**config.mk**
```make
export PLATFORM = sky130hd
export DESIGN_NAME = frs_top
export DESIGN_NICKNAME = d
export VERILOG_FILES = /design/src/frs_avg.v /design/src/frs_top.v
export VERILOG_INCLUDE_DIRS = /design/src
export SDC_FILE = /design/constraint.sdc
export NUM_CORES = 2
export LEC_CHECK = 0
export BUFFER_PORTS_ARGS = -buffer_cell sky130_fd_sc_hd__buf_2
export CAP_MARGIN = 20
export CORE_MARGIN = 2
export CORE_UTILIZATION = 70
export DETAILED_ROUTE_END_ITERATION = 12
export GPL_ROUTABILITY_DRIVEN = 0
export MAX_ROUTING_LAYER = met4
export PLACE_DENSITY_LB_ADDON = 0.08
export SLEW_MARGIN = 20
export SYNTH_ARGS = -nofsm -noshare
export SYNTH_HDL_FRONTEND = slang
export SYNTH_SLANG_ARGS = --single-unit
```
**constraint.sdc**
```tcl
create_clock -name pclk -period 55.4 [get_ports pclk]
set_input_delay 5.54 -clock pclk [delete_from_list [all_inputs] [get_ports pclk]]
set_output_delay 5.54 -clock pclk [all_outputs]
set_load 0.02 [all_outputs]
```
**src/frs_defines.vh**
```
/*
 * Shared constants of the frequency and rate-of-change stage logic:
 * register offsets, field positions, reset values, timing and codes.
 * Assumes inclusion by bare name from each design file.
 */
`ifndef FRS_DEFINES_VH
`define FRS_DEFINES_VH

// Register byte offsets
`define FRS_RATED_OFS 8'h00
`define FRS_AVG_OFS 8'h04
`define FRS_STG_THR_OFS 8'h10
`define FRS_STG_CFG_OFS 8'h14
`define FRS_STG_STRIDE 8'h08
`define FRS_STG1_THR_OFS 8'h18
`define FRS_STG1_CFG_OFS 8'h1C
`define FRS_STG2_THR_OFS 8'h20
`define FRS_STG2_CFG_OFS 8'h24
`define FRS_STG3_THR_OFS 8'h28
`define FRS_STG3_CFG_OFS 8'h2C
`define FRS_REC_DEV_OFS 8'h30
`define FRS_REC_CFG_OFS 8'h34
`define FRS_STATUS_OFS 8'h38
`define FRS_FSUM_OFS 8'h3C

// Stage configuration word fields
`define FRS_CFG_TIME_LSB 0
`define FRS_CFG_TIME_MSB 15
`define FRS_CFG_FEN_BIT 16
`define FRS_CFG_REN_BIT 17
`define FRS_CFG_BLK_LSB 18
`define FRS_CFG_BLK_MSB 22
`define FRS_CFG_UV_BIT 23
`define FRS_THR_RATE_LSB 16

// Recovery configuration word fields
`define FRS_REC_SEL_LSB 16
`define FRS_REC_SEL_MSB 19

// Reset values
`define FRS_RATED_RST 16'h1388
`define FRS_AVG_RST 5'h03
`define FRS_AVG_MIN 5'h03
`define FRS_AVG_MAX 5'h14
`define FRS_REC_OUT_RST 1'b1

// Timing
// One millisecond of 5 ns clock periods
`define FRS_MS_CYCLES 18'h30D40
`define FRS_MIN_RATE_MS 16'h0096
`define FRS_MIN_FREQ_MS 16'h0064

// Display codes
`define FRS_CODE_NONE 4'h0
`define FRS_CODE_REC_DUE 4'h9
`define FRS_CODE_REC_OVER 4'hA

`endif

```
**src/frs_avg.v**
```verilog
/*
 * Frequency averaging: keeps the last twenty per-cycle frequency
 * samples, forms the sum over the selected window and the change
 * between successive three-cycle sums. Assumes samples arrive as
 * one-cycle strobes from logic on the same clock.
 */
`timescale 1ns/10ps
`include "frs_defines.vh"

module frs_avg (
    // Clock and reset
    input wire pclk,
    input wire presetn,
    // Samples
    input wire smp_valid,
    input wire [15:0] smp,
    input wire [4:0] avg_n,
    // Results
    output reg [20:0] fsum_q,
    output reg signed [18:0] dsum_q,
    output reg fvalid_q,
    output reg rvalid_q
);

reg [15:0] hist_q [0:19];
reg [4:0] fill_q;
reg upd_q;
reg [17:0] sum3_prev_q;
reg [20:0] sum_n;
reg [17:0] sum3;
integer k;
integer m;

always @* begin
    sum_n = 21'h000000;
    for (k = 0; k < 20; k = k + 1) begin
        if (k < avg_n) begin
            sum_n = sum_n + {5'h00, hist_q[k]};
        end
    end
    sum3 = {2'h0, hist_q[0]} + {2'h0, hist_q[1]} + {2'h0, hist_q[2]};
end

always @(posedge pclk or negedge presetn) begin
    if (!presetn) begin
        for (m = 0; m < 20; m = m + 1) begin
            hist_q[m] <= 16'h0000;
        end
        fill_q <= 5'h00;
        upd_q <= 1'b0;
        sum3_prev_q <= 18'h00000;
        fsum_q <= 21'h000000;
        dsum_q <= 19'sh00000;
        fvalid_q <= 1'b0;
        rvalid_q <= 1'b0;
    end else begin
        upd_q <= smp_valid;
        if (smp_valid) begin
            // Moving window, newest first
            hist_q[0] <= smp;
            for (m = 1; m < 20; m = m + 1) begin
                hist_q[m] <= hist_q[m-1];
            end
            if (fill_q != 5'h14) begin
                fill_q <= fill_q + 5'h01;
            end
        end
        if (upd_q) begin
            fsum_q <= sum_n;
            fvalid_q <= (fill_q >= avg_n);
            // Successive three-cycle sums, independent of window length
            dsum_q <= $signed({1'b0, sum3}) - $signed({1'b0, sum3_prev_q});
            sum3_prev_q <= sum3;
            rvalid_q <= (fill_q >= 5'h04);
        end
    end
end

endmodule

```
**src/frs_top.v**
```verilog
/*
 * Four frequency / rate-of-change protection stages and the shared
 * recovery stage, set up over an APB slave. Assumes a frequency
 * front end on pclk supplying one sample per signal cycle, and
 * asynchronous blocking and recovery-inhibit pins.
 */
`timescale 1ns/10ps
`include "frs_defines.vh"

module frs_top #(
    parameter [17:0] MS_CYCLES = `FRS_MS_CYCLES
) (
    // Clock and reset
    input wire pclk,
    input wire presetn,
    // APB slave
    input wire psel,
    input wire penable,
    input wire pwrite,
    input wire [7:0] paddr,
    input wire [31:0] pwdata,
    output reg [31:0] prdata,
    output reg pready,
    output reg pslverr,
    // Frequency front end
    input wire smp_valid,
    input wire [15:0] smp_freq,
    input wire uv_block,
    // Asynchronous control pins
    input wire [4:0] ext_block,
    input wire rec_inhibit,
    // Stage and recovery outputs
    output reg [3:0] stage_start_q,
    output reg [3:0] stage_trip_q,
    output reg rec_out_q,
    output reg rec_run_q,
    output reg [3:0] disp_code_q
);

reg [15:0] rated_q;
reg [4:0] avg_n_q;
reg [31:0] thr_q [0:3];
reg [23:0] cfg_q [0:3];
reg [15:0] rec_dev_q;
reg [19:0] rec_cfg_q;
reg [15:0] op_cnt_q [0:3];
reg [3:0] tripped_q;
reg [15:0] rec_cnt_q;
reg [17:0] pre_q;
reg ms_tick_q;
reg [4:0] blk_s1_q;
reg [4:0] blk_s2_q;
reg inh_s1_q;
reg inh_s2_q;
wire [20:0] fsum;
wire signed [18:0] dsum;
wire fvalid;
wire rvalid;
reg [3:0] start_c;
reg [3:0] blocked_c;
reg [15:0] eff_time [0:3];
reg [31:0] rd_c;
reg rd_err_c;
reg [3:0] code_c;
reg in_band_c;
reg [21:0] band_lo;
reg [21:0] band_hi;
reg over;
reg fc;
reg rc;
reg [18:0] mag;
integer i;
integer j;
integer r;
integer t;

function [20:0] scale;
    input [15:0] val;
    input [4:0] n;
    begin
        scale = val * n;
    end
endfunction

function [15:0] max16;
    input [15:0] a;
    input [15:0] b;
    begin
        max16 = (a > b) ? a : b;
    end
endfunction

frs_avg i_frs_avg (
    .pclk(pclk),
    .presetn(presetn),
    .smp_valid(smp_valid),
    .smp(smp_freq),
    .avg_n(avg_n_q),
    .fsum_q(fsum),
    .dsum_q(dsum),
    .fvalid_q(fvalid),
    .rvalid_q(rvalid)
);

// Stage conditions
always @* begin
    mag = dsum[18] ? (19'h00000 - dsum) : dsum;
    for (i = 0; i < 4; i = i + 1) begin
        over = (thr_q[i][15:0] > rated_q);
        if (over) begin
            fc = fvalid && (fsum > scale(thr_q[i][15:0], avg_n_q));
        end else begin
            fc = fvalid && (fsum < scale(thr_q[i][15:0], avg_n_q));
        end
        // Sign follows stage direction, with or without frequency test
        rc = rvalid && (over ? !dsum[18] : dsum[18])
            && ({2'h0, mag} > {1'b0, scale(thr_q[i][31:16], `FRS_AVG_MIN)});
        start_c[i] = (cfg_q[i][`FRS_CFG_FEN_BIT] || cfg_q[i][`FRS_CFG_REN_BIT])
            && (!cfg_q[i][`FRS_CFG_FEN_BIT] || fc)
            && (!cfg_q[i][`FRS_CFG_REN_BIT] || rc);
        blocked_c[i] = |(cfg_q[i][`FRS_CFG_BLK_MSB:`FRS_CFG_BLK_LSB] & blk_s2_q)
            || (cfg_q[i][`FRS_CFG_UV_BIT] && uv_block);
        if (cfg_q[i][`FRS_CFG_REN_BIT]) begin
            eff_time[i] = max16(cfg_q[i][15:0], `FRS_MIN_RATE_MS);
        end else begin
            eff_time[i] = max16(cfg_q[i][15:0], `FRS_MIN_FREQ_MS);
        end
    end
end

// Recovery band around rated frequency
always @* begin
    band_lo = {1'b0, scale(rated_q, avg_n_q)} - {1'b0, scale(rec_dev_q, avg_n_q)};
    band_hi = {1'b0, scale(rated_q, avg_n_q)} + {1'b0, scale(rec_dev_q, avg_n_q)};
    in_band_c = fvalid && !band_lo[21] && ({1'b0, fsum} >= band_lo)
        && ({1'b0, fsum} <= band_hi);
end

// Display code: trips, then starts, then recovery
always @* begin
    code_c = `FRS_CODE_NONE;
    if (rec_run_q) begin
        code_c = `FRS_CODE_REC_DUE;
    end
    if (rec_out_q && rec_cfg_q[`FRS_REC_SEL_MSB:`FRS_REC_SEL_LSB] != 4'h0) begin
        code_c = `FRS_CODE_REC_OVER;
    end
    for (j = 3; j >= 0; j = j - 1) begin
        if (start_c[j]) begin
            code_c = j[3:0] + j[3:0] + 4'h1;
        end
    end
    for (j = 3; j >= 0; j = j - 1) begin
        if (tripped_q[j] && !blocked_c[j]) begin
            code_c = j[3:0] + j[3:0] + 4'h2;
        end
    end
end

// Register read decode
always @* begin
    rd_c = 32'h00000000;
    rd_err_c = 1'b0;
    case (paddr)
        `FRS_RATED_OFS: rd_c = {16'h0000, rated_q};
        `FRS_AVG_OFS: rd_c = {27'h0000000, avg_n_q};
        `FRS_STG_THR_OFS: rd_c = thr_q[0];
        `FRS_STG_CFG_OFS: rd_c = {8'h00, cfg_q[0]};
        `FRS_STG1_THR_OFS: rd_c = thr_q[1];
        `FRS_STG1_CFG_OFS: rd_c = {8'h00, cfg_q[1]};
        `FRS_STG2_THR_OFS: rd_c = thr_q[2];
        `FRS_STG2_CFG_OFS: rd_c = {8'h00, cfg_q[2]};
        `FRS_STG3_THR_OFS: rd_c = thr_q[3];
        `FRS_STG3_CFG_OFS: rd_c = {8'h00, cfg_q[3]};
        `FRS_REC_DEV_OFS: rd_c = {16'h0000, rec_dev_q};
        `FRS_REC_CFG_OFS: rd_c = {12'h000, rec_cfg_q};
        `FRS_STATUS_OFS: rd_c = {18'h00000, disp_code_q, rec_run_q, rec_out_q,
            stage_trip_q, stage_start_q};
        `FRS_FSUM_OFS: rd_c = {11'h000, fsum};
        default: rd_err_c = 1'b1;
    endcase
end

// APB slave: one wait state, answer on second access cycle
always @(posedge pclk or negedge presetn) begin
    if (!presetn) begin
        pready <= 1'b0;
        pslverr <= 1'b0;
        prdata <= 32'h00000000;
        rated_q <= `FRS_RATED_RST;
        avg_n_q <= `FRS_AVG_RST;
        for (r = 0; r < 4; r = r + 1) begin
            thr_q[r] <= 32'h00000000;
            cfg_q[r] <= 24'h000000;
        end
        rec_dev_q <= 16'h0000;
        rec_cfg_q <= 20'h00000;
    end else begin
        pready <= psel && penable && !pready;
        pslverr <= psel && penable && !pready && rd_err_c;
        prdata <= (psel && penable && !pready && !pwrite) ? rd_c : 32'h00000000;
        if (psel && penable && pready && pwrite && !pslverr) begin
            case (paddr)
                `FRS_RATED_OFS: rated_q <= pwdata[15:0];
                `FRS_AVG_OFS: begin
                    if (pwdata[4:0] < `FRS_AVG_MIN) begin
                        avg_n_q <= `FRS_AVG_MIN;
                    end else if (pwdata[4:0] > `FRS_AVG_MAX) begin
                        avg_n_q <= `FRS_AVG_MAX;
                    end else begin
                        avg_n_q <= pwdata[4:0];
                    end
                end
                `FRS_STG_THR_OFS: thr_q[0] <= pwdata;
                `FRS_STG_CFG_OFS: cfg_q[0] <= pwdata[23:0];
                `FRS_STG1_THR_OFS: thr_q[1] <= pwdata;
                `FRS_STG1_CFG_OFS: cfg_q[1] <= pwdata[23:0];
                `FRS_STG2_THR_OFS: thr_q[2] <= pwdata;
                `FRS_STG2_CFG_OFS: cfg_q[2] <= pwdata[23:0];
                `FRS_STG3_THR_OFS: thr_q[3] <= pwdata;
                `FRS_STG3_CFG_OFS: cfg_q[3] <= pwdata[23:0];
                `FRS_REC_DEV_OFS: rec_dev_q <= pwdata[15:0];
                `FRS_REC_CFG_OFS: rec_cfg_q <= pwdata[19:0];
                default: rated_q <= rated_q;
            endcase
        end
    end
end

// Pin synchronisers and millisecond tick
always @(posedge pclk or negedge presetn) begin
    if (!presetn) begin
        blk_s1_q <= 5'h00;
        blk_s2_q <= 5'h00;
        inh_s1_q <= 1'b0;
        inh_s2_q <= 1'b0;
        pre_q <= 18'h00000;
        ms_tick_q <= 1'b0;
    end else begin
        blk_s1_q <= ext_block;
        blk_s2_q <= blk_s1_q;
        inh_s1_q <= rec_inhibit;
        inh_s2_q <= inh_s1_q;
        ms_tick_q <= (pre_q == MS_CYCLES - 18'h00001);
        if (pre_q == MS_CYCLES - 18'h00001) begin
            pre_q <= 18'h00000;
        end else begin
            pre_q <= pre_q + 18'h00001;
        end
    end
end

// Stage operate timers, same sequence for both directions
always @(posedge pclk or negedge presetn) begin
    if (!presetn) begin
        for (t = 0; t < 4; t = t + 1) begin
            op_cnt_q[t] <= 16'h0000;
        end
        tripped_q <= 4'h0;
        stage_start_q <= 4'h0;
        stage_trip_q <= 4'h0;
        disp_code_q <= `FRS_CODE_NONE;
    end else begin
        stage_start_q <= start_c;
        disp_code_q <= code_c;
        for (t = 0; t < 4; t = t + 1) begin
            if (!start_c[t]) begin
                op_cnt_q[t] <= 16'h0000;
                tripped_q[t] <= 1'b0;
            end else if (op_cnt_q[t] >= eff_time[t]) begin
                tripped_q[t] <= 1'b1;
            end else if (ms_tick_q) begin
                op_cnt_q[t] <= op_cnt_q[t] + 16'h0001;
            end
            stage_trip_q[t] <= tripped_q[t] && start_c[t] && !blocked_c[t];
        end
    end
end

// Recovery stage
always @(posedge pclk or negedge presetn) begin
    if (!presetn) begin
        rec_cnt_q <= 16'h0000;
        rec_out_q <= `FRS_REC_OUT_RST;
        rec_run_q <= 1'b0;
    end else begin
        rec_run_q <= 1'b0;
        if (|(stage_trip_q & rec_cfg_q[`FRS_REC_SEL_MSB:`FRS_REC_SEL_LSB])) begin
            rec_cnt_q <= 16'h0000;
            rec_out_q <= 1'b0;
        end else if (inh_s2_q || !in_band_c) begin
            rec_cnt_q <= 16'h0000;
        end else if (!rec_out_q) begin
            rec_run_q <= 1'b1;
            if (rec_cnt_q >= rec_cfg_q[15:0]) begin
                rec_out_q <= 1'b1;
                rec_run_q <= 1'b0;
            end else if (ms_tick_q) begin
                rec_cnt_q <= rec_cnt_q + 16'h0001;
            end
        end
    end
end

endmodule

```
==> impl_metrics.ini <==
[cts]
post_cts_resized = 0
h-tree-depth = 3
clock_latency_ps = 770
cts-root-buf = clkbuf_16
ctsHoldBuffers = 0
tritoncts = done
cts_buffers = 96
cts.sinks = 830
postCtsSetupRepairBufs = 0
clk_pin_slew_ps = 60
cts_buffer_depth = 3

[worst_setup_path]
cp-start-kind = register
crit_fanout = 36
r2r-start = avg_n_q[3]$_DFFE_PN0P_
crit_path_start = avg_n_q[3]$_DFFE_PN0P_
crit_path_max_incr_delay_ps = 690
path_class = reg2reg
crit_family = compound AO/OA/AOI/OAI gates
crit_top_cell = ha_1
critPathBufInv = 7
crit_arrival_ps = 25220
end_kind = register
crit_required_ps = 56110
crit_path_top_delay_cell = o41ai_1

[logic_synthesis]
ys_seq_area_frac = 0.2612
synth_top_area_share = 0.2585
synthArstFlopShare = 1.000
syn_nets = 10080
synth_ff_type = dfrtp_1
synth.distinct_cells = 100
synth_edf_count = 0
synthTopCellsByArea = dfrtp_1, ha_1, mux2_2, fa_1, xnor2_1
synth_largest_area_cell = dfrtp_1
yosys_warnings = 0
syn_inst = 8737
synth-seq-cells = 830
syn-mean-instance-area_um2 = 9.107
synth.cell_area_um2 = 79560

[die]
row_count = 123
core-area_um2 = 112700
chipWidth_um = 341.1
ios = 117
fp.dieH_um = 341.1
initial_core_util = 0.7063
die_area_um2 = 116400

[sta]
clock.fmax_mhz = 40.80
setup_violations = 0
relSlewSlack = 0.1320
tightest_slew_ps = 1302
fin_worst_skew_ps = 50.84
rsz0062_at_grt = false
maxSlewViolCount = 0
hold_slack_ps = 353.4
fin_crit_sh = 0.4424
setup_tns_ps = 0
min_period_ps = 24510
hold_viol = 0

[min_path]
hold_path.class = reg2reg
min-delay-start = inh_s1_q$_DFF_PN0_

[layout]
fin_cells = 10370
area_growth_pct = 7.202
post_route_cells_drive_above_1_share = 0.1197
fill_cells = 8196
seq_area_um2 = 20800
layout.nets = 10120
fin_util = 0.7571
multi_input_area_um2 = 55000

[route]
vias = 67140
drc_errors = 0
ant_nets = 0
wire_per_inst_um = 22.44
routed_wl_um = 232500
first_pass_iters = 10
drt_iter0_markers = 6155
vias_per_cell = 6.478

[place]
portBuffers = 116
placed_cells = 10170
hpwl_um = 171900

[global_route]
gr-total-overflow = 0
grt_pass1_vias = 67020
grt_use_total = 0.4132
grt_max_degree = 180
antenna_found_initial = 10
grt_first_pass_wirelength_um = 369500

[run_status]
status = complete, no violations

[job]
cap_violations = 0
worst paths after layout:
path,endpoint,slack (ps),cells after the start
max,i_frs_avg.fsum_q[20]$_DFFE_PN0P_,30890,109
min,inh_s2_q$_DFF_PN0_,350,0
max reg2reg,i_frs_avg.fsum_q[20]$_DFFE_PN0P_,30890,109
min reg2reg,inh_s2_q$_DFF_PN0_,350,0
max in group asynchronous,cfg_q[69]$_DFFE_PN0P_,46770,5
min in group asynchronous,i_frs_avg.hist_q[292]$_DFFE_PN0P_,4770,1
final cells by class:
type | count | area share
multi-input cells | 6872 | 0.6448
flip-flops and latches | 830 | 0.2438
inverters | 760 | 0.03345
clock buffers | 131 | 0.03136
well taps | 1500 | 0.02200
repair buffers | 211 | 0.01603
clock inverters | 48 | 0.008141
diodes | 13 | 0.0003814
per-stage QoR:
stage	setup WS, ps	area, um2
6_report	30890	85290
5_1_grt	29040	85280
4_1_cts	30780	85260
3_5_place_dp	30900	81890
3_3_place_gp	31770	81880
2_1_floorplan	33840	79560
cell usage in the layout (no fill, tap or decap), types with 274 or more instances in the layout:
master / count
a21o_1: 274
fa_1: 280
dfrtp_1: 818
nor2_1: 503
xnor2_1: 405
mux2_2: 578
nand2_1: 793
o21ai_0: 476
a21oi_1: 577
inv_1: 757
ha_1: 996
kinds of logic (layout without fill, tap and decap cells):
kind of cell / Yosys count / in the layout / share of synthesized area
xor gates and xnor gates: 590 / 590 / 0.06773
other: 0 / 13 / 0
buffers and inverters: 1035 / 1150 / 0.04902
AOI/OAI and AO/OA: 2131 / 2131 / 0.1716
muxes: 648 / 648 / 0.09097
DFF: 830 / 830 / 0.2612
adders and majority gates: 1276 / 1276 / 0.2271
and+or+nand+nor: 2227 / 2227 / 0.1324
synthesized netlist by cell type, types with 223 or more instances:
library cell  instances
o21ai_0             478
a21oi_1             577
and2_1              223
fa_1                280
inv_1               757
xnor2_1             405
nand2_1             793
a21o_1              274
ha_1                996
mux2_2              578
nor2_1              512
dfrtp_1             822
clkbuf_1            249
routing by layer:
layer | GRT usage | up-vias | share of wire
met4 | 0.2450 | 0 | 0.073
li1 | - | 30730 | -
met3 | 0.08807 | 926 | 0.089
met5 | - | - | 0
met2 | 0.6212 | 2944 | 0.44
met1 | 0.5142 | 32540 | 0.40
sequential cells by signal (all words and copies together), names as in the netlist, 16 cells and up:
signal,count
rec_dev_q,16
i_frs_avg.hist_q,320
rec_cnt_q,16
i_frs_avg.dsum_q,19
rated_q,16
i_frs_avg.sum3_prev_q,18
i_frs_avg.fsum_q,21
thr_q,128
pre_q,18
rec_cfg_q,20
op_cnt_q,64
cfg_q,96
prdata,32
Power is not shown: default switching activity piles up to over one toggle a cycle in this logic, so the estimate is an artifact.
